## config.mk

```make
export PLATFORM = sky130hd
export DESIGN_NAME = sbsc_top
export DESIGN_NICKNAME = d
export VERILOG_FILES = /design/src/hdl/sbsc_pkg.sv /design/src/hdl/sbsc_lane.sv /design/src/hdl/sbsc_burst_ctr.sv /design/src/hdl/sbsc_top.sv
export VERILOG_INCLUDE_DIRS = /design/src /design/src/hdl
export SDC_FILE = /design/constraint.sdc
export NUM_CORES = 1
export LEC_CHECK = 0
export BUFFER_PORTS_ARGS = -buffer_cell sky130_fd_sc_hd__buf_2
export CAP_MARGIN = 10
export CORE_UTILIZATION = 55
export CTS_CLUSTER_SIZE = 24
export DETAILED_ROUTE_END_ITERATION = 8
export PLACE_DENSITY_LB_ADDON = 0.15
export RECOVER_POWER = 25
export SLEW_MARGIN = 0
export SYNTH_ARGS = -nofsm -noshare
export SYNTH_HDL_FRONTEND = slang
export SYNTH_HIERARCHICAL = 1
export SYNTH_SLANG_ARGS = --single-unit
```

## constraint.sdc

```tcl
create_clock -name clock_in -period 11.5 [get_ports clock_in]
set_input_delay 2.3 -clock clock_in [delete_from_list [all_inputs] [get_ports clock_in]]
set_output_delay 2.3 -clock clock_in [all_outputs]
set_load 0.005 [all_outputs]
```

## src/hdl/sbsc_params.svh

```systemverilog
// constants for the sync burst sram control block
`ifndef SBSC_PARAMS_SVH
`define SBSC_PARAMS_SVH
`define SBSC_ADDR_W 4
`define SBSC_HI_W 2
`define SBSC_DEPTH 16
`define SBSC_LANES 4
`define SBSC_LANE_W 9
`define SBSC_DATA_W 36
`define SBSC_BURST_W 2
`define SBSC_WIDE_CFG 1'b1
`define SBSC_LANES_WIDE 4'hf
`define SBSC_LANES_NARROW 4'h3
`define SBSC_SYNC_W 4
`define SBSC_SYNC_OE_N 0
`define SBSC_SYNC_FT 1
`define SBSC_SYNC_LBO 2
`define SBSC_SYNC_ZZ 3
`define SBSC_SYNC_RST 4'h3
`define SBSC_LANE_RST 9'h000
`define SBSC_DATA_RST 36'h0
`define SBSC_BURST_RST 2'h0
`define SBSC_HI_RST 2'h0
`endif

```

## src/hdl/sbsc_pkg.sv

```systemverilog
// types for the sync burst sram control block
package sbsc_pkg;
    typedef enum logic [2:0] {
        SBSC_OP_IDLE = 3'b000,
        SBSC_OP_DESEL = 3'b001,
        SBSC_OP_BEGIN_RD = 3'b010,
        SBSC_OP_BEGIN_WR = 3'b011,
        SBSC_OP_CONT = 3'b100,
        SBSC_OP_SUSP = 3'b101
    } sbsc_op_t;
endpackage

```

## src/hdl/sbsc_lane.sv

```systemverilog
// one byte lane of flip-flop storage with combinational read
`timescale 1ns/1ps
`include "sbsc_params.svh"
module sbsc_lane #(
    parameter int W = `SBSC_LANE_W,
    parameter int AW = `SBSC_ADDR_W,
    parameter int DEPTH = `SBSC_DEPTH
) (
    input wire logic clock_in,
    input wire logic reset_in,
    input wire logic we_in,
    input wire logic [AW-1:0] addr_in,
    input wire logic [W-1:0] data_in,
    output logic [W-1:0] data_out
);
    logic [W-1:0] mem_r [DEPTH];

    assign data_out = mem_r[addr_in];

    always_ff @(posedge clock_in or posedge reset_in) begin
        if (reset_in) begin
            for (int i = 0; i < DEPTH; i++) begin
                mem_r[i] <= '0;
            end
        end else if (we_in) begin
            mem_r[addr_in] <= data_in;
        end
    end
endmodule

```

## src/hdl/sbsc_burst_ctr.sv

```systemverilog
// two-bit burst counter with linear or interleaved order
`timescale 1ns/1ps
`include "sbsc_params.svh"
module sbsc_burst_ctr (
    input wire logic clock_in,
    input wire logic reset_in,
    input wire logic load_in,
    input wire logic step_in,
    input wire logic [`SBSC_BURST_W-1:0] start_in,
    input wire logic interleave_in,
    output logic [`SBSC_BURST_W-1:0] addr_out
);
    logic [`SBSC_BURST_W-1:0] start_r;
    logic [`SBSC_BURST_W-1:0] cnt_r;
    wire [`SBSC_BURST_W-1:0] start_now;
    wire [`SBSC_BURST_W-1:0] offset_nxt;

    // a two-bit offset wraps by itself, so the fifth address is the first
    assign start_now = load_in ? start_in : start_r;
    assign offset_nxt = load_in ? `SBSC_BURST_RST : (step_in ? cnt_r + 2'h1 : cnt_r);
    assign addr_out = interleave_in ? (start_now ^ offset_nxt) : (start_now + offset_nxt);

    always_ff @(posedge clock_in or posedge reset_in) begin
        if (reset_in) begin
            start_r <= `SBSC_BURST_RST;
            cnt_r <= `SBSC_BURST_RST;
        end else begin
            start_r <= start_now;
            cnt_r <= offset_nxt;
        end
    end
endmodule

```

## src/hdl/sbsc_top.sv

```systemverilog
// command decode, write control and output drive of the burst sram
//
// Summary of operation
// - all-lanes store high, byte gate low: write lanes whose enables low
// - both write inputs high: read, all lanes
// - writes keep every data lane floated
// - lanes three and four only when wide
// - write indication true for any write code
// - output enable high turns drivers off
// - deselect decode floats data, uses no address
// - read burst start at external address
// - write burst start, data captured
// - strobe high, advance low: next address
// - strobe high, advance high: hold address
// - every input combination decodes to an action
// - dummy read advances counter like a read
// - four-address burst, linear or interleaved, wraps
// - select low flow-through, high pipelined
// - sleep high: standby, contents kept
`timescale 1ns/1ps
`include "sbsc_params.svh"
module sbsc_top (
    input wire logic clock_in,
    input wire logic reset_in,
    input wire logic [`SBSC_ADDR_W-1:0] addr_in,
    input wire logic [`SBSC_DATA_W-1:0] dq_in,
    input wire logic chip_select_low_a_in,
    input wire logic chip_select_high_in,
    input wire logic chip_select_low_b_in,
    input wire logic cpu_addr_strobe_n_in,
    input wire logic ctrl_addr_strobe_n_in,
    input wire logic burst_step_n_in,
    input wire logic all_lanes_store_n_in,
    input wire logic byte_store_gate_n_in,
    input wire logic lane0_store_n_in,
    input wire logic lane1_store_n_in,
    input wire logic lane2_store_n_in,
    input wire logic lane3_store_n_in,
    input wire logic output_enable_n_in,
    input wire logic output_register_select_in,
    input wire logic burst_order_select_in,
    input wire logic sleep_request_in,
    output logic [`SBSC_DATA_W-1:0] dq_out,
    output logic [`SBSC_LANES-1:0] dq_oe_out,
    output sbsc_pkg::sbsc_op_t op_out,
    output logic write_cycle_out,
    output logic [`SBSC_ADDR_W-1:0] burst_addr_out,
    output logic sleeping_out
);
    // asynchronous mode pins and output enable pass two flops first
    logic [`SBSC_SYNC_W-1:0] sync1_r;
    logic [`SBSC_SYNC_W-1:0] sync2_r;
    wire [`SBSC_SYNC_W-1:0] pins_raw;
    wire oe_n_s;
    wire pipelined_s;
    wire interleave_s;
    wire sleep_s;

    assign pins_raw = {sleep_request_in, burst_order_select_in,
                       output_register_select_in, output_enable_n_in};
    assign oe_n_s = sync2_r[`SBSC_SYNC_OE_N];
    assign pipelined_s = sync2_r[`SBSC_SYNC_FT];
    assign interleave_s = sync2_r[`SBSC_SYNC_LBO];
    assign sleep_s = sync2_r[`SBSC_SYNC_ZZ];

    always_ff @(posedge clock_in or posedge reset_in) begin
        if (reset_in) begin
            sync1_r <= `SBSC_SYNC_RST;
            sync2_r <= `SBSC_SYNC_RST;
        end else begin
            sync1_r <= pins_raw;
            sync2_r <= sync1_r;
        end
    end

    // byte write decode
    wire [`SBSC_LANES-1:0] lane_store_n;
    wire [`SBSC_LANES-1:0] lane_present;
    wire write_ind;
    wire [`SBSC_LANES-1:0] lane_mask;

    assign lane_store_n = {lane3_store_n_in, lane2_store_n_in,
                           lane1_store_n_in, lane0_store_n_in};
    assign lane_present = `SBSC_WIDE_CFG ? `SBSC_LANES_WIDE : `SBSC_LANES_NARROW;
    assign write_ind = !all_lanes_store_n_in || !byte_store_gate_n_in;
    // all lanes enables high with the gate low is a legal write that stores nothing
    assign lane_mask = !all_lanes_store_n_in ? lane_present :
                       (!byte_store_gate_n_in ? (~lane_store_n & lane_present) :
                       {`SBSC_LANES{1'b0}});

    // synchronous command decode
    wire enabled;
    wire do_desel;
    wire do_begin_rd;
    wire do_begin_wr;
    wire do_cont;
    wire do_susp;
    sbsc_pkg::sbsc_op_t op_nxt;

    assign enabled = chip_select_high_in && !chip_select_low_a_in && !chip_select_low_b_in;
    assign do_desel = (!chip_select_low_a_in && !enabled &&
                       (!cpu_addr_strobe_n_in || !ctrl_addr_strobe_n_in)) ||
                      (chip_select_low_a_in && !ctrl_addr_strobe_n_in);
    assign do_begin_rd = enabled && (!cpu_addr_strobe_n_in ||
                         (!ctrl_addr_strobe_n_in && !write_ind));
    assign do_begin_wr = enabled && cpu_addr_strobe_n_in &&
                         !ctrl_addr_strobe_n_in && write_ind;
    assign do_cont = ctrl_addr_strobe_n_in && !burst_step_n_in &&
                     (cpu_addr_strobe_n_in || chip_select_low_a_in);
    assign do_susp = ctrl_addr_strobe_n_in && burst_step_n_in &&
                     (cpu_addr_strobe_n_in || chip_select_low_a_in);

    // the terms above cover every input code; idle is reached only in sleep
    assign op_nxt = sleep_s ? sbsc_pkg::SBSC_OP_IDLE :
                    do_desel ? sbsc_pkg::SBSC_OP_DESEL :
                    do_begin_wr ? sbsc_pkg::SBSC_OP_BEGIN_WR :
                    do_begin_rd ? sbsc_pkg::SBSC_OP_BEGIN_RD :
                    do_cont ? sbsc_pkg::SBSC_OP_CONT :
                    do_susp ? sbsc_pkg::SBSC_OP_SUSP :
                    sbsc_pkg::SBSC_OP_IDLE;

    logic is_load;
    logic is_step;
    logic is_access;
    logic is_write;

    always_comb begin
        is_load = 1'b0;
        is_step = 1'b0;
        is_access = 1'b1;
        is_write = write_ind;
        case (op_nxt)
            sbsc_pkg::SBSC_OP_BEGIN_RD: begin
                is_load = 1'b1;
                is_write = 1'b0;
            end
            sbsc_pkg::SBSC_OP_BEGIN_WR: begin
                is_load = 1'b1;
                is_write = 1'b1;
            end
            sbsc_pkg::SBSC_OP_CONT: begin
                is_step = 1'b1;
            end
            sbsc_pkg::SBSC_OP_SUSP: begin
                is_step = 1'b0;
            end
            default: begin
                is_access = 1'b0;
                is_write = 1'b0;
            end
        endcase
    end

    // burst address: upper bits held from the load, low bits from the counter
    logic [`SBSC_HI_W-1:0] addr_hi_r;
    wire [`SBSC_HI_W-1:0] addr_hi_now;
    wire [`SBSC_BURST_W-1:0] addr_lo_now;
    wire [`SBSC_ADDR_W-1:0] addr_now;

    assign addr_hi_now = is_load ? addr_in[`SBSC_ADDR_W-1:`SBSC_BURST_W] : addr_hi_r;
    assign addr_now = {addr_hi_now, addr_lo_now};

    sbsc_burst_ctr u_ctr (
        .clock_in(clock_in),
        .reset_in(reset_in),
        .load_in(is_load),
        .step_in(is_step),
        .start_in(addr_in[`SBSC_BURST_W-1:0]),
        .interleave_in(interleave_s),
        .addr_out(addr_lo_now)
    );

    always_ff @(posedge clock_in or posedge reset_in) begin
        if (reset_in) begin
            addr_hi_r <= `SBSC_HI_RST;
        end else begin
            addr_hi_r <= addr_hi_now;
        end
    end

    // storage, one lane module each
    wire [`SBSC_LANES-1:0] lane_we;
    wire [`SBSC_DATA_W-1:0] rd_data;

    assign lane_we = (is_access && is_write) ? lane_mask : {`SBSC_LANES{1'b0}};

    genvar g;
    generate
        for (g = 0; g < `SBSC_LANES; g++) begin : g_lane
            sbsc_lane u_lane (
                .clock_in(clock_in),
                .reset_in(reset_in),
                .we_in(lane_we[g]),
                .addr_in(addr_now),
                .data_in(dq_in[g*`SBSC_LANE_W +: `SBSC_LANE_W]),
                .data_out(rd_data[g*`SBSC_LANE_W +: `SBSC_LANE_W])
            );
        end
    endgenerate

    // read path: flow-through drives a cycle after the command,
    // pipeline one cycle later through the data output stage
    logic [`SBSC_DATA_W-1:0] pipe_data_r;
    logic pipe_vld_r;
    wire rd_now;
    wire drive_cut;
    wire drive_vld;
    wire [`SBSC_DATA_W-1:0] out_nxt;
    wire [`SBSC_LANES-1:0] oe_nxt;

    // a dummy read is an ordinary read whose drivers stay off
    assign rd_now = is_access && !is_write;
    // deselect, write or sleep cut a pending pipelined read at once
    assign drive_cut = (op_nxt == sbsc_pkg::SBSC_OP_DESEL) || is_write || sleep_s;
    assign drive_vld = pipelined_s ? (pipe_vld_r && !drive_cut) : rd_now;
    assign out_nxt = pipelined_s ? pipe_data_r : rd_data;
    // output enable is sampled, so release lags the pin by the synchroniser
    assign oe_nxt = (drive_vld && !oe_n_s) ? lane_present : {`SBSC_LANES{1'b0}};

    always_ff @(posedge clock_in or posedge reset_in) begin
        if (reset_in) begin
            pipe_data_r <= `SBSC_DATA_RST;
            pipe_vld_r <= 1'b0;
            dq_out <= `SBSC_DATA_RST;
            dq_oe_out <= {`SBSC_LANES{1'b0}};
        end else begin
            pipe_data_r <= rd_data;
            pipe_vld_r <= rd_now;
            dq_out <= out_nxt;
            dq_oe_out <= oe_nxt;
        end
    end

    // status outputs
    always_ff @(posedge clock_in or posedge reset_in) begin
        if (reset_in) begin
            op_out <= sbsc_pkg::SBSC_OP_IDLE;
            write_cycle_out <= 1'b0;
            burst_addr_out <= {`SBSC_ADDR_W{1'b0}};
            sleeping_out <= 1'b0;
        end else begin
            op_out <= op_nxt;
            write_cycle_out <= is_access && is_write;
            burst_addr_out <= addr_now;
            sleeping_out <= sleep_s;
        end
    end
endmodule

```

==> Yosys cells after proc, flatten, opt, wreduce, memory -nomap -nowiden <==
Cells that the tools add are included.
{ "op_classes": {"n_addsub": 2, "bitwise": 3, "order_cmp": 2, "eq_ne": 5, "n_reduce_logical": 41, "n_mux": 39} }
{ "ops": {"columns": ["op", "n"], "rows": [
  ["144-bit bitwise mux", 4],
  ["9-bit binary-select mux with 4-bit select", 4],
  ["9-bit 2-to-1 mux", 9],
  ["9-bit demux with 4-bit select", 1],
  ["36-bit 2-to-1 mux", 1],
  ["1-bit logical AND", 19],
  ["3-bit 2-to-1 mux", 6],
  ["4-bit 2-to-1 mux", 4],
  ["1-bit zero test", 12],
  ["2-bit 2-to-1 mux", 5],
  ["1-bit logical OR", 7],
  ["3-bit by 2-bit == test with 1-bit output, second input constant", 2],
  ["3-bit == test, second input constant", 2],
  ["5-bit greater-or-equal comparator, second input constant", 1],
  ["5-bit by 1-bit < comparator with 1-bit output, second input constant", 1],
  ["4-bit inverter with 5-bit output", 1],
  ["1-bit 2-to-1 mux", 4],
  ["4-bit inverter", 1],
  ["2-bit OR reduction", 2],
  ["4-bit OR reduction", 1],
  ["3-bit by 1-bit == test with 1-bit output, second input constant", 1],
  ["2-bit by 1-bit adder with 2-bit output, second input constant", 1],
  ["2-bit adder", 1],
  ["1-bit one-hot mux with 2 select lines", 1],
  ["2-bit XOR", 1]
]} }
{ "word_totals": {"elab_cells": 169, "out_inout_bits": 49, "regBits": 676, "inputBits": 58} }

==> Longest topological paths before layout <==
Gate-level depths: netlist (run 1).
{ "depth": {"ltp_word": 22, "mapped_depth": 17, "depth_no_buf": 13} }

==> Hierarchy <==
The synthesis (run 1) kept the hierarchy.
{ "by_module_without_submodules": {"columns": ["mod", "n_inst", "cells_per_inst", "area_per_inst_um2", "seq_area_each_um2"], "rows": [
  ["sbsc_lane", 4, 412, 6611.3, 3603.5],
  ["sbsc_top", 1, 179, 3054.2, 2282.2],
  ["sbsc_burst_ctr", 1, 16, 209.0, 100.1]
]} }

==> Worst setup path before layout (run 1) <==
No wires, ideal clock.
{ "synth_timing": {"kind": "input port to flip-flop", "from": "input chip_select_low_a_in", "to": "register dq_out[34]", "arrival_time_ps": 5788, "setup_ps": 127, "required_ps": 11373, "path_stages": 15, "path_slack_ps": 5585, "cell_sequence": "or3b_1 -> buf_6 -> nor2_1 -> mux2_2 -> ha_1 -> nor2b_1 -> xnor2_2 -> xnor2_1 -> buf_6 -> buf_2 -> clkbuf_1 -> mux4_2 -> a22oi_1 -> nand2_1 -> mux2_1"} }
{ "synth_between": {"elab_chain_len": 20, "word_cells_on_any_way": 39} }
{ "synth_rtl": {"columns": ["item", "line_no", "source"], "rows": [
  ["start, declared", "sbsc_top.sv:27", "input wire logic chip_select_low_a_in,"],
  ["branches (longest 7 deep; another with 3-bit 2-to-1 mux)", null, null],
  ["3-bit 2-to-1 mux (*)", "sbsc_top.sv:115", "do_desel ? sbsc_pkg::SBSC_OP_DESEL :"],
  ["3-bit 2-to-1 mux (*)", "sbsc_top.sv:114", "assign op_nxt = sleep_s ? sbsc_pkg::SBSC_OP_IDLE :"],
  ["3-bit by 2-bit == test with 1-bit output", "sbsc_top.sv:132", "case (op_nxt)"],
  ["2-bit OR reduction (no source line) (*)", null, null],
  ["1-bit 2-to-1 mux (*)", "sbsc_top.sv:132", null],
  ["via is_load", "sbsc_top.sv:122", "logic is_load;"],
  ["2-bit 2-to-1 mux (*)", "sbsc_burst_ctr.sv:19", "assign start_now = load_in ? start_in : start_r;"],
  ["via u_ctr.start_now[0]", "sbsc_burst_ctr.sv:15", "wire [`SBSC_BURST_W-1:0] start_now;"],
  ["[1 not listed]", null, null],
  ["2-bit 2-to-1 mux (*)", "sbsc_burst_ctr.sv:21", "assign addr_out = interleave_in ? (start_now ^ offset_nxt) : (start_now + offset_nxt);"],
  ["via addr_lo_now[1]", "sbsc_top.sv:157", "wire [`SBSC_BURST_W-1:0] addr_lo_now;"],
  ["4-bit inverter with 5-bit output (implied by the code) (*)", "sbsc_lane.sv:18", "assign data_out = mem_r[addr_in];"],
  ["9-bit binary-select mux with 4-bit select (*)", "sbsc_lane.sv:18", null],
  ["9-bit 2-to-1 mux (implied by the code) (*) (2 in a row)", "sbsc_lane.sv:18", null],
  ["via rd_data[34]", "sbsc_top.sv:183", "wire [`SBSC_DATA_W-1:0] rd_data;"],
  ["36-bit 2-to-1 mux (*)", "sbsc_top.sv:216", "assign out_nxt = pipelined_s ? pipe_data_r : rd_data;"],
  ["via out_nxt[34]", "sbsc_top.sv:208", "wire [`SBSC_DATA_W-1:0] out_nxt;"],
  ["end signal, assigned", "sbsc_top.sv:224", "dq_out <= `SBSC_DATA_RST;"],
  ["end signal, assigned", "sbsc_top.sv:229", "dq_out <= out_nxt;"],
  ["end, declared", "sbsc_top.sv:43", "output logic [`SBSC_DATA_W-1:0] dq_out,"]
]} }
Mark *: on every way through the listed nets, which the timed path passes. The select of a mux whose other input is x is not followed.
A chain may end at the register's enable or synchronous reset.

==> Worst setup path after layout (run 1) <==
{ "layout_timing": {"from": "input chip_select_low_a_in", "to": "register dq_out[33]"} }
{ "layout_between": {"elab_chain_len": 20, "word_cells_on_any_way": 39} }
{ "layout_rtl": {"columns": ["item", "line_no", "source"], "rows": [
  ["branches (longest 7 deep; another with 3-bit 2-to-1 mux)", null, null],
  ["3-bit 2-to-1 mux (*)", "sbsc_top.sv:115", null],
  ["3-bit 2-to-1 mux (*)", "sbsc_top.sv:114", null],
  ["3-bit == test (*)", "sbsc_top.sv:132", null],
  ["1-bit 2-to-1 mux (*)", "sbsc_top.sv:132", null],
  ["via is_step", "sbsc_top.sv:123", "logic is_step;"],
  ["2-bit 2-to-1 mux (*) (2 in a row)", "sbsc_burst_ctr.sv:20", "assign offset_nxt = load_in ? `SBSC_BURST_RST : (step_in ? cnt_r + 2'h1 : cnt_r);"],
  ["via u_ctr.offset_nxt[0]", "sbsc_burst_ctr.sv:16", "wire [`SBSC_BURST_W-1:0] offset_nxt;"],
  ["2-bit adder (*)", "sbsc_burst_ctr.sv:21", null],
  ["2-bit 2-to-1 mux (*)", "sbsc_burst_ctr.sv:21", null],
  ["via addr_lo_now[1]", "sbsc_top.sv:157", null],
  ["4-bit inverter with 5-bit output (implied by the code) (*)", "sbsc_lane.sv:18", null],
  ["9-bit binary-select mux with 4-bit select (*)", "sbsc_lane.sv:18", null],
  ["9-bit 2-to-1 mux (implied by the code) (*) (2 in a row)", "sbsc_lane.sv:18", null],
  ["via rd_data[33]", "sbsc_top.sv:183", null],
  ["36-bit 2-to-1 mux (*)", "sbsc_top.sv:216", null],
  ["via out_nxt[33]", "sbsc_top.sv:208", null]
]} }
Marked as above.

==> results of run 1 <==
worst max-delay path, delay by kind of cell:
| family | cells | cell delay, ns |
|---|---|---|
| AOI/OAI and AO/OA | 1 | 0.28 |
| adders and majority gates | 1 | 0.16 |
| buffers and inverters | 3 | 1.49 |
| muxes | 2 | 0.69 |
| xor gates and xnor gates | 3 | 1.07 |
| and+or+nand+nor | 6 | 1.60 |
stage by stage:
| stage | total power [mW] | util, % | cells | hold WS, ns | setup slack [ns] |
|---|---|---|---|---|---|
| floorplan | 5.97 | - | 1843 | 0.331 | 5.33 |
| global placement | 6.50 | 57.7 | 2525 | 0.335 | 3.75 |
| detailed placement | 6.63 | 57.7 | 2525 | 0.336 | 3.70 |
| CTS | 9.06 | 62.3 | 2656 | 0.349 | 4.26 |
| global route | 9.46 | 62.3 | 2656 | 0.363 | 3.91 |
| finish | 8.97 | 62.3 | 2656 | 0.346 | 4.31 |
where the power goes:
group	leakage (nW)	switching (mW)	internal, mW
registers	8.89	0.423	3.28
clock network	1.20	0.945	1.44
logic	5.53	1.27	1.60
total	15.6	2.64	6.33
path summary, 6_finish.rpt:
| kind | from | endpoint | cells after the start |
|---|---|---|---|
| worst max-delay path | chip_select_low_a_in | dq_out[33] | 16 |
| worst min-delay path | sync1_r[2] | sync2_r[2] | 0 |
| worst max register to register | sync2_r[3] | dq_out[33] | 13 |
| worst min register to register | sync1_r[2] | sync2_r[2] | 0 |
| max in group asynchronous | reset_in | g_lane[3].u_lane/mem_r[0] | 3 |
| min in group asynchronous | reset_in | u_ctr/cnt_r[1] | 2 |
registers in the layout, summed over array words and instances (netlist names):
register             flops
g_lane.u_lane/mem_r    576
dq_out                  36
pipe_data_r             36
sync1_r                  4
sync2_r                  4
burst_addr_out           3
op_out                   3
u_ctr/cnt_r              2
u_ctr/start_r            2
addr_hi_r                1
dq_oe_out                1
pipe_vld_r               1
sleeping_out             1
write_cycle_out          1
layout by cell type, fill, tap and decap left out, types with 11 or more instances in the layout:
master                      instances
sky130_fd_sc_hd__clkbuf_16         73
sky130_fd_sc_hd__nor2_2            24
sky130_fd_sc_hd__clkbuf_1          23
sky130_fd_sc_hd__a22oi_1           72
sky130_fd_sc_hd__clkinv_2          11
sky130_fd_sc_hd__nand3_1           12
sky130_fd_sc_hd__nor3_2            13
sky130_fd_sc_hd__buf_2            102
sky130_fd_sc_hd__mux4_1            56
sky130_fd_sc_hd__dfrtp_1          667
sky130_fd_sc_hd__nand2b_1          16
sky130_fd_sc_hd__mux2_2           608
sky130_fd_sc_hd__nor2_1            13
sky130_fd_sc_hd__mux4_2            88
sky130_fd_sc_hd__buf_4             12
sky130_fd_sc_hd__nand2_1           51
area by class of cell:
type,count,area (um^2)
fill,3942,20000
timing repair buffer,119,636
inverter,7,32.5
tap,688,861
multi-input combinational,1040,12200
clock buffer,101,2020
clock inverter,30,439
sequential,671,16800
kinds of logic (layout without fill, tap and decap cells):
family | count (synthesis) | after routing | synth area share [%]
mux | 760 | 760 | 35.0
flops | 671 | 671 | 56.5
simple gates | 181 | 181 | 3.56
buf+inv | 132 | 257 | 2.40
compound gates | 95 | 95 | 2.36
xor+xnor | 3 | 3 | 0.114
fa+ha+maj | 1 | 1 | 0.0421
metal layers:
layer  up-vias  track usage [%]  share of wire (%)
met3        79             4.68                4.7
li1       7045                -                  -
met4         4             7.36                1.9
met1      8810             36.1                 45
met2       375             39.3                 48
met5         -                0              0.034
==> run summary, run 1 <==
For the pin with the worst max-slew slack, the measured transition is 3.75 ns. Once the floorplan was initialized, standard cells occupied 56.1% of the core. The row count was 84. On the worst path, the slowest cell contributes a delay of 0.87 ns. Final total negative setup slack: 0 ns.

In this run, post-CTS repair resized a total of 0 instances. The synthesized design contains 671 register bits. By count the netlist is led by sky130_fd_sc_hd__dfrtp_1, sky130_fd_sc_hd__mux2_2, sky130_fd_sc_hd__mux4_2.

For this run, the register share of the synthesized area comes to 56.5%. The share of the clock period used by the worst path was 62.5%; the final layout net count was 1970. For this run, design rule violations remaining after detail routing come to 0.

Across the routed clock network, the largest skew measured is 0.0285 ns. The number of antenna diodes in the final layout is 0. Peak supply drop: 0.270 mV. After synthesis, the share of flip-flops with an asynchronous set or reset is 100%. The HPWL after detailed placement is 40500 um. The remaining max-slew budget at the tightest pin is -151%. STA classifies the critical path endpoint as a register.

The first global-routing pass estimated 104000 um of wire. Sorting the synthesized cells by area gives the leading types as sky130_fd_sc_hd__dfrtp_1, sky130_fd_sc_hd__mux2_2, sky130_fd_sc_hd__mux4_2, sky130_fd_sc_hd__mux4_1, sky130_fd_sc_hd__a22oi_1. Synthesis produced a netlist whose cell count is 1843. The logs give 17.4k for the via count of the first global-routing pass and 0 for the quantity of hold-fixing buffers added after cts.

In this run the count of I/O pins placed on the die edge is 107. The cell area after placement was 30600 um^2; the H-tree depth reported by CTS was 3. Timing would allow up to 139 MHz.

The largest total area in the synthesized netlist belongs to sky130_fd_sc_hd__dfrtp_1. The critical path data required time is 11.97 ns, and the total non-filler cell area in the finished layout is 33000 um^2. The DRC violation total after the first TritonRoute iteration was 1084; the average footprint of a synthesized cell was 16.1 um^2.

The most repeated cell in the gate-level netlist after synthesis was sky130_fd_sc_hd__dfrtp_1. TritonCTS built the clock tree. In this run the worst path has a maximum fanout of 56. The worst setup path is launched from an input pin. The final reports fail on capacitance limit, slew limit.

Clock tree synthesis selected as its root buffer the cell sky130_fd_sc_hd__clkbuf_16. TritonCTS created 72 clock buffers. For the detailed-router iteration count before antenna repair, the log shows 5.

The analysis attributes to cell leakage a power of 15.6 nW. The synthesized design contains 0 enable-type register cells. The logs give 0 for the global route total overflow and 29700 um^2 for the post-synthesis instance area. The area overhead of the layout relative to synthesis works out to 11.1%. The number of maximum-capacitance violations came out at 5. The final layout contains routed wiring with a total length of 65500 um.

Cells with a size suffix above 1 make up 49.9% of the layout. Setup repair after global routing left no endpoint under its margin. The clock transition at the registers of the reported paths was 0.06 ns. Slowest cell on the critical path: sky130_fd_sc_hd__xnor2_2.

Of the post-synthesis cell area, the dominant cell type holds 56.2%. The tools report the final count of negative-setup-slack endpoints as 0. The run gives 0.776 as the routability-driven placement congestion ratio. The via count of the routed design is 16.3k, and the number of buffer cells added on primary ports is 106. The most common flop cell mapped by yosys is sky130_fd_sc_hd__dfrtp_1.

The worst setup path is of the in -> reg kind. The worst path in the final design needs a cycle of 7.19 ns, including I/O delays and setup. The flow ran to the end, but the final reports show violations. The run gives 369 as the final max-slew violation count.

Entering global routing, the biggest net connects 112 pins. Worst path arrival time: 7.66 ns. Counting along the longest clock path gives a buffer depth of 3. The later pin in the worst-skew pair is clocked with a latency of 0.62 ns. The initial antenna violation count was 2; the minimum setup slack among reg-to-reg paths was 5.92 ns. The critical path goes through buf_2 -> or3b_1 -> nand2_2 -> and4_1 -> xnor2_1 -> nor2_1 -> ha_4 -> nor2b_1 -> xnor2_2 -> xnor2_2 -> buf_4 -> buf_4 -> mux4_2 -> a22oi_1 -> nand2_1 -> mux2_1. The number of nets handed over by synthesis was 1902. The floorplan step set the die height to 234 um. The run gives 0 as the final count of hold timing violations. The total of warnings raised by yosys was 6; the ratio of routed vias to standard cells was 6.14. The run gives 671 as the number of sinks driven by the clock tree. Global routing used 25.1% of the available tracks across all layers. For the number of buffers inserted by post-CTS setup repair, the log shows 0. The min-delay analysis places its worst path in the category reg -> reg. The die covers 54900 um^2. Dividing total power by cell area gives a power density of 272 nW/um^2. The count of nets left with antenna violations once routing finished came out at 0.

Detailed-route wire length per cell: 24.7 um. The horizontal die dimension was 234 um; the placeable core region was 53000 um^2. After synthesis, the netlist uses 47 different library cells.
Note: power is estimated with default switching activity, not from simulation.
==> run 2, diff against run 1 <==
==> constraint.sdc (replaced) <==
create_clock -name clock_in -period 7 [get_ports clock_in]
set_input_delay 1.4 -clock clock_in [delete_from_list [all_inputs] [get_ports clock_in]]
set_output_delay 1.4 -clock clock_in [all_outputs]
set_load 0.005 [all_outputs]
==> run 2 against run 1 <==
  * The flow still finishes with violations (capacitance limit, slew limit)
  * Setup slack got worse by 2.5 ns
  * Global-route usage grew 0.34 points
  * Routed wire length rose by 1.8%
  * Largest power group unchanged
==> run summary, run 2 (synthesis gave the netlist of run 1 again) <==
For the DRC violation total after the first TritonRoute iteration, the log shows 1123 (was 1084). The detailed-route wire length per cell works out to 25.1 um (was 24.7 um). The row count was 84 (unchanged); the leakage dissipation was 15.6 nW (about the same). The most common cell after layout, fill and taps aside was sky130_fd_sc_hd__dfrtp_1 (unchanged). The logs give 1981 (was 1970) for the final layout net count and 17.4k (about the same) for the via count of the first global-routing pass.

The run gives 32.9% (was 32.0%) as the combinational share of power. The run gives 62.0% (was 62.3%) as the core utilization of the finished layout. The total non-filler cell area in the finished layout was 32900 um^2 (was 33000 um^2).

For this run, the top clock speed supported by timing is 194 MHz. Overall global routing resource usage: 25.4% (was 25.1%). The post-cts resize count was 0 (unchanged); the horizontal die dimension was 234 um (unchanged).

The remaining routing DRC violations is 0 (unchanged). The detailed-router iteration count before antenna repair came out at 5 (unchanged). The run gives 107 (unchanged) as the count of pins on the block boundary. The logs give 0 (unchanged) for the final count of negative-setup-slack endpoints and 10.2 mW (was 6.33 mW) for the internal power contribution. The time the final worst path needs with I/O delays and setup works out to 5.14 ns. The run finished, with violations left. The worst path arrival time came out at 5.67 ns (was 7.66 ns). The clock transition at the registers of the reported paths is 0.06 ns (about the same). The tools report the root buffer selected by CTS as sky130_fd_sc_hd__clkbuf_16 (unchanged). The area overhead of the layout relative to synthesis was 10.6% (was 11.1%); the number of CTS-inserted buffers was 72 (unchanged). The final max-slew violation count is 360 (was 369). The run gives 16.4k (was 16.3k) as the via count of the routed design. Type of the most critical hold path: reg -> reg (unchanged). The switching portion of total power came out at 29.4% (about the same). The number of antenna cells inserted was 0 (unchanged). Largest regs: g_lane.u_lane/mem_r (576), dq_out (36), pipe_data_r (36) (unchanged).

The run gives 54900 um^2 (unchanged) as the die area. The run gives 0 (unchanged) as the final count of hold timing violations. The number of buffers inserted by post-CTS setup repair is 0 (unchanged), and the total detailed-routing wirelength is 66700 um (was 65500 um). The tools report the endpoint kind of the worst setup timing path as a register (unchanged).

The worst hold margin was 0.351 ns (was 0.346 ns). TritonCTS built the clock tree. The logs give 42.1% (was 41.3%) for the register share of total power and 96 (was 112) for the pin count of the biggest net entering global routing. The clock group share of total power was 25.0% (was 26.6%). The insertion delay of the later-clocked pin in the worst-skew pair is 0.61 ns (was 0.62 ns), and the H-tree depth reported by CTS is 3 (unchanged). Switching power of the nets: 4.26 mW (was 2.64 mW).

The share of the clock period used by the worst path was 73.5%; the critical path data required time was 7.53 ns (was 11.97 ns). The final total negative setup slack is 0 ns (unchanged). The tools report the remaining max-slew budget at the tightest pin as -183% (was -151%). The tools report the setup clock skew after layout as 0.0200 ns (was 0.0285 ns). The placeable core region was 53000 um^2 (unchanged); the power density relative to cell area was 440 nW/um^2 (was 272 nW/um^2). The logs give 0 (unchanged) for the global route total overflow and 41600 um (was 40500 um) for the estimated wirelength of the detail-placed design.

For the quantity of hold-fixing buffers added after cts, the log shows 0 (unchanged). The initial antenna violation count is 3 (was 2). The die extent in y is 234 um (unchanged). Violated checks: capacitance limit, slew limit (unchanged). The wire length of the first global-routing pass was 105000 um (was 104000 um); the ratio of routed vias to standard cells was 6.16 (was 6.14).

Commonest cells after routing, fill and taps aside: sky130_fd_sc_hd__dfrtp_1, sky130_fd_sc_hd__mux2_2, sky130_fd_sc_hd__buf_2 (unchanged). The transition time at the pin with the least slew margin is 4.22 ns (was 3.75 ns). Setup repair after global routing left no endpoint under its margin. The flip-flop count of the largest register after layout is 576 (unchanged). The maximum net fanout on the critical path came out at 31 (was 56).

The critical path class was in -> reg (unchanged). The total power of the final layout is 14.5 mW (was 8.97 mW), and the starting utilization of the core area is 56.1% (unchanged). The number of buffer cells added on primary ports came out at 106 (unchanged).

The logs give 671 (unchanged) for the number of sinks driven by the clock tree and 0.424 mV (was 0.270 mV) for the peak supply drop. The routability-driven placement congestion ratio came out at 0.769 (was 0.776). The logs give 3992 (was 3942) for the fill cell instance count of the final layout and 3 (unchanged) for the buffer levels on the longest clock path. The proportion of layout cells with a drive suffix above 1 is 49.6% (was 49.9%), and the number of nets with antenna violations after detailed routing is 0 (unchanged).

Launching element type of the critical path: an input pin (unchanged). The number of maximum-capacitance violations came out at 5 (unchanged). Register name with the most flops: g_lane.u_lane/mem_r (unchanged). Cell area after placement: 30700 um^2 (was 30600 um^2).
-- run 2: path summary, 6_finish.rpt --
path	from	endpoint	slack, ns	cells past startpoint
worst max register to register	sync2_r[3]	dq_out[17]	2.53	8
max in group asynchronous	reset_in	g_lane[3].u_lane/mem_r[38]	2.66	3
min in group asynchronous	reset_in	u_ctr/cnt_r[0]	0.94	2
worst max-delay path	chip_select_low_a_in	dq_out[17]	1.86	9
worst min-delay path	sync1_r[3]	sync2_r[3]	0.35	0
worst min register to register	sync1_r[3]	sync2_r[3]	0.35	0
-- run 2: power by group through the flow --
| stage | Sequential (mW) | Clock (mW) | Combinational, mW |
|---|---|---|---|
| 6_report | 6.10 | 3.62 | 4.75 |
| 5_1_grt | 6.28 | 3.87 | 5.12 |
| 4_1_cts | 6.09 | 3.71 | 4.81 |
| 3_5_place_dp | 6.15 | 0 | 4.79 |
| 3_3_place_gp | 6.06 | 0 | 4.66 |
| 2_1_floorplan | 5.88 | 0 | 3.93 |
-- run 2: cell type report --
| class | instances | area, um^2 | share of cell area (%) |
|---|---|---|---|
| clock inverter | 13 | 135 | 0.411 |
| multi-input combinational | 1040 | 12200 | 37.1 |
| tap | 688 | 861 | 2.62 |
| clock buffer | 112 | 2090 | 6.37 |
| timing repair buffer | 130 | 744 | 2.27 |
| sequential | 671 | 16800 | 51.1 |
| inverter | 7 | 32.5 | 0.0990 |
-- run 2: critical path: stages --
cell and delay, ns:
sky130_fd_sc_hd__buf_2 0.13, sky130_fd_sc_hd__or3b_1 0.52, sky130_fd_sc_hd__nor2_1 0.86, sky130_fd_sc_hd__mux2_2 0.83, sky130_fd_sc_hd__buf_4 0.46, sky130_fd_sc_hd__nor2b_1 0.80
sky130_fd_sc_hd__a22oi_1 0.29, sky130_fd_sc_hd__nand2_1 0.18, sky130_fd_sc_hd__mux2_2 0.17
-- run 2: metal layers --
metal	routed length (um)	vias up	GRT usage, %
li1	-	7078	-
met1	29800	8843	36.1
met2	32600	357	41.0
met3	2680	113	4.35
met4	1600	4	6.88
met5	27	-	0
-- run 2: through the flow --
| step | instances | setup WS, ns |
|---|---|---|
| global placement | 2536 | 1.27 |
| floorplan | 1843 | 1.73 |
| global route | 2661 | 1.71 |
| finish | 2661 | 1.86 |
| CTS | 2661 | 1.87 |
| detailed placement | 2536 | 1.23 |
==> run 3, diff against run 2 <==
==> constraint.sdc (replaced) <==
create_clock -name clock_in -period 5 [get_ports clock_in]
set_input_delay 1 -clock clock_in [delete_from_list [all_inputs] [get_ports clock_in]]
set_output_delay 1 -clock clock_in [all_outputs]
set_load 0.005 [all_outputs]
==> run 3 against run 2 <==
  * The flow still finishes with violations (capacitance limit, slew limit)
  * Sequential share of layout area shrank 0.91 points
  * Hold slack gained 0.0035 ns
  * Register-to-register slack got worse by 1.5 ns
  * Total power rose by 42%
  * Highest routed layer unchanged
==> run summary, run 3 (synthesis gave the netlist of run 1 again) <==
The run gives 42700 um (was 41600 um) as the estimated wirelength of the detail-placed design. The path depth of the worst reg2reg path was 12 (was 8); the maximum single-stage delay on the critical path was 0.52 ns (was 0.86 ns). The routability-driven placement congestion ratio was 0.807 (was 0.769); the number of antenna cells inserted was 0 (unchanged). The logs give 56.1% (unchanged) for the starting utilization of the core area and 25.2% (was 25.4%) for the overall global routing resource usage. Critical path class: in -> reg (unchanged).

For the number of sinks driven by the clock tree, the log shows 671 (unchanged). The endpoint kind of the worst setup timing path is a register (unchanged). The run finished, with violations left. The setup clock skew after layout was 0.0202 ns (was 0.0200 ns). The minimum setup slack among reg-to-reg paths was 1.07 ns (was 2.53 ns).

Cell chain of the critical path: clkbuf_1 -> o21ai_0 -> nand2_2 -> and4_1 -> xnor2_1 -> nor2_1 -> ha_4 -> nor2b_1 -> xnor2_2 -> xnor2_2 -> buf_12 -> buf_4 -> nand2b_1 -> nand2b_1 -> mux2_2 (was buf_2 -> or3b_1 -> nor2_1 -> mux2_2 -> buf_4 -> nor2b_1 -> a22oi_1 -> nand2_1 -> mux2_2). The share of the clock period used by the worst path was 83.2%. Number of instances on the worst hold path: 0 (unchanged). The capturing point of the worst reg2reg path was g_lane[2].u_lane/mem_r[124] (was dq_out[17]). The most used routing layer was met2 (unchanged).

Register name with the most flops: g_lane.u_lane/mem_r (unchanged). The run gives 0.61 ns (about the same) as the insertion delay of the later-clocked pin in the worst-skew pair. The run gives 84 (unchanged) as the row count. The detailed-route wire length per cell works out to 24.1 um (was 25.1 um).

Setup repair after global routing left no endpoint under its margin. The run gives 5 (unchanged) as the detailed-router iteration count before antenna repair. The transition time at the pin with the least slew margin came out at 3.20 ns (was 4.22 ns).

The startpoint of the most critical hold path is sync1_r[2] (was sync1_r[3]). The run gives 2597 (was 2536) as the number of placed instances with taps included. The met3 layer usage reported by global route is 4.59% (was 4.35%). The flip-flop count of the largest register after layout is 576 (unchanged).

The initial antenna violation count came out at 2 (was 3). For the area taken by flip-flops and latches, the log shows 16800 um^2 (unchanged). The tools report the H-tree depth reported by CTS as 3 (unchanged). The tools report the quantity of hold-fixing buffers added after cts as 0 (unchanged). The remaining routing DRC violations came out at 0 (unchanged). The filler-free cell count of the finished design was 2722 (was 2661). The clock transition at the registers of the reported paths works out to 0.06 ns (about the same). The tools report the number of buffers inserted by post-CTS setup repair as 0 (unchanged).

For the fill cell instance count of the final layout, the log shows 3873 (was 3992). The via count of the routed design is 16.4k (about the same), and the leakage dissipation is 15.9 nW (was 15.6 nW). The final layout net count was 2041 (was 1981); the proportion of layout cells with a drive suffix above 1 was 51.1% (was 49.6%).

Largest regs: g_lane.u_lane/mem_r (576), dq_out (36), pipe_data_r (36) (unchanged). TritonCTS built the clock tree. The final total negative setup slack was 0 ns (unchanged). The number of maximum-capacitance violations was 6 (was 5). The type of the most critical hold path is reg -> reg (unchanged). The post-cts resize count came out at 0 (unchanged). Violated checks: capacitance limit, slew limit (unchanged). The fraction of met2 tracks used by global routing came out at 40.6% (was 41.0%). The slowest cell on the critical path is sky130_fd_sc_hd__o21ai_0 (was sky130_fd_sc_hd__nor2_1). The horizontal die dimension was 234 um (unchanged); the critical path data required time was 5.48 ns (was 7.53 ns).

For the final count of negative-setup-slack endpoints, the log shows 0 (unchanged). Worst min-delay path endpoint: sync2_r[2] (was sync2_r[3]). The footprint of the multi-input gates came out at 12200 um^2 (about the same). Wire length of the first global-routing pass: 104000 um (was 105000 um). The area overhead of the layout relative to synthesis is 12.6% (was 10.6%), and the total detailed-routing wirelength is 65600 um (was 66700 um). For the peak supply drop, the log shows 0.568 mV (was 0.424 mV).

The tools report the launching element type of the critical path as an input pin (unchanged). The tools report the die area as 54900 um^2 (unchanged). The ratio of routed vias to standard cells was 6.02 (was 6.16). The tools report the number of CTS-inserted buffers as 71 (was 72). The via count of the first global-routing pass was 17.6k (was 17.4k); the global route total overflow was 0 (unchanged). The remaining max-slew budget at the tightest pin came out at -113% (was -183%). Number of nets with antenna violations after detailed routing: 0 (unchanged).

The root buffer selected by CTS was sky130_fd_sc_hd__clkbuf_16 (unchanged). The power density relative to cell area was 616 nW/um^2 (was 440 nW/um^2). Timing would allow up to 240 MHz.

The tools report the launch point of the worst reg-to-reg path as sync2_r[3] (unchanged). Final count of hold timing violations: 0 (unchanged). Commonest cells after routing, fill and taps aside: sky130_fd_sc_hd__dfrtp_1, sky130_fd_sc_hd__mux2_2, sky130_fd_sc_hd__buf_2 (unchanged). The number of buffer cells added on primary ports was 106 (unchanged). The placeable core region was 53000 um^2 (unchanged). The final max-slew violation count is 430 (was 360). The met1 capacity usage during global routing is 35.2% (was 36.1%).

The pin count of the biggest net entering global routing is 118 (was 96), and the maximum net fanout on the critical path is 19 (was 31). The buffer levels on the longest clock path is 3 (unchanged). The tools report the worst path arrival time as 4.64 ns (was 5.67 ns). The DRC violation total after the first TritonRoute iteration was 956 (was 1123); the die extent in y was 234 um (unchanged). The most common cell after layout, fill and taps aside was sky130_fd_sc_hd__dfrtp_1 (unchanged). The run gives 107 (unchanged) as the count of pins on the block boundary. Time the final worst path needs with I/O delays and setup: 4.16 ns.
[run 3: cell count changes in the layout (fill, tap and decap cells not counted), moves of 3 or more]
cell | before | now
sky130_fd_sc_hd__buf_12 | 3 | 8
sky130_fd_sc_hd__buf_4 | 21 | 75
sky130_fd_sc_hd__clkbuf_8 | 12 | 15
sky130_fd_sc_hd__clkinv_2 | 5 | 9
sky130_fd_sc_hd__clkinvlp_2 | 5 | 2
sky130_fd_sc_hd__inv_6 | 4 | 0
[run 3: routing by layer]
| metal | up-vias | share of wire [%] | routed length [um] |
|---|---|---|---|
| met5 | - | 0.017 | 11 |
| met4 | 2 | 1.9 | 1270 |
| met3 | 91 | 4.7 | 3080 |
| met2 | 321 | 49 | 32000 |
| met1 | 8781 | 45 | 29300 |
| li1 | 7181 | - | - |
[run 3: power breakdown]
part	internal, mW	leakage [nW]	switching (mW)
combinational	3.92	5.94	2.96
sequential	7.56	8.89	0.974
clock	3.11	1.13	2.09
total	14.6	15.9	6.02
[run 3: per-stage QoR]
stage / util [%] / cell area, um^2 / hold slack (ns) / setup WS (ns) / power (mW)
floorplan: - / 29700 / 0.331 / 0.134 / 13.7
CTS: 63.2 / 33500 / 0.356 / 0.861 / 20.8
detailed placement: 58.9 / 31200 / 0.343 / 0.219 / 15.6
global route: 63.2 / 33500 / 0.362 / 0.578 / 21.7
finish: 63.2 / 33500 / 0.355 / 0.841 / 20.6
global placement: 58.9 / 31200 / 0.341 / 0.273 / 15.3
[run 3: final cells by class]
cell class              instances  share of cell area, %
flip-flops and latches        671                   50.2
multi-input cells            1040                   36.5
clock buffers                 110                   6.32
repair buffers                191                   3.75
well taps                     688                   2.57
clock inverters                15                  0.539
inverters                       7                 0.0972
[run 3: how the worst max path moves through the flow]
| stage | startpoint | endpoint | slack [ns] |
|---|---|---|---|
| 2_1_floorplan | reset_in | g_lane[0].u_lane/mem_r[0] | 0.13 |
| 3_3_place_gp | chip_select_low_a_in | dq_out[18] | 0.27 |
| 3_5_place_dp | chip_select_low_a_in | dq_out[19] | 0.22 |
| 4_1_cts | chip_select_low_a_in | dq_out[19] | 0.86 |
| 5_1_grt | reset_in | g_lane[3].u_lane/mem_r[137] | 0.58 |
| 6_report | cpu_addr_strobe_n_in | g_lane[2].u_lane/mem_r[124] | 0.84 |
[run 3: worst max-delay path: cells and delay by family]
kind            cells  cell delay [ns]
simple gates        6             1.47
compound gates      1             0.52
mux                 1             0.43
xor+xnor            3             0.46
fa+ha+maj           1             0.16
buf+inv             3             0.59
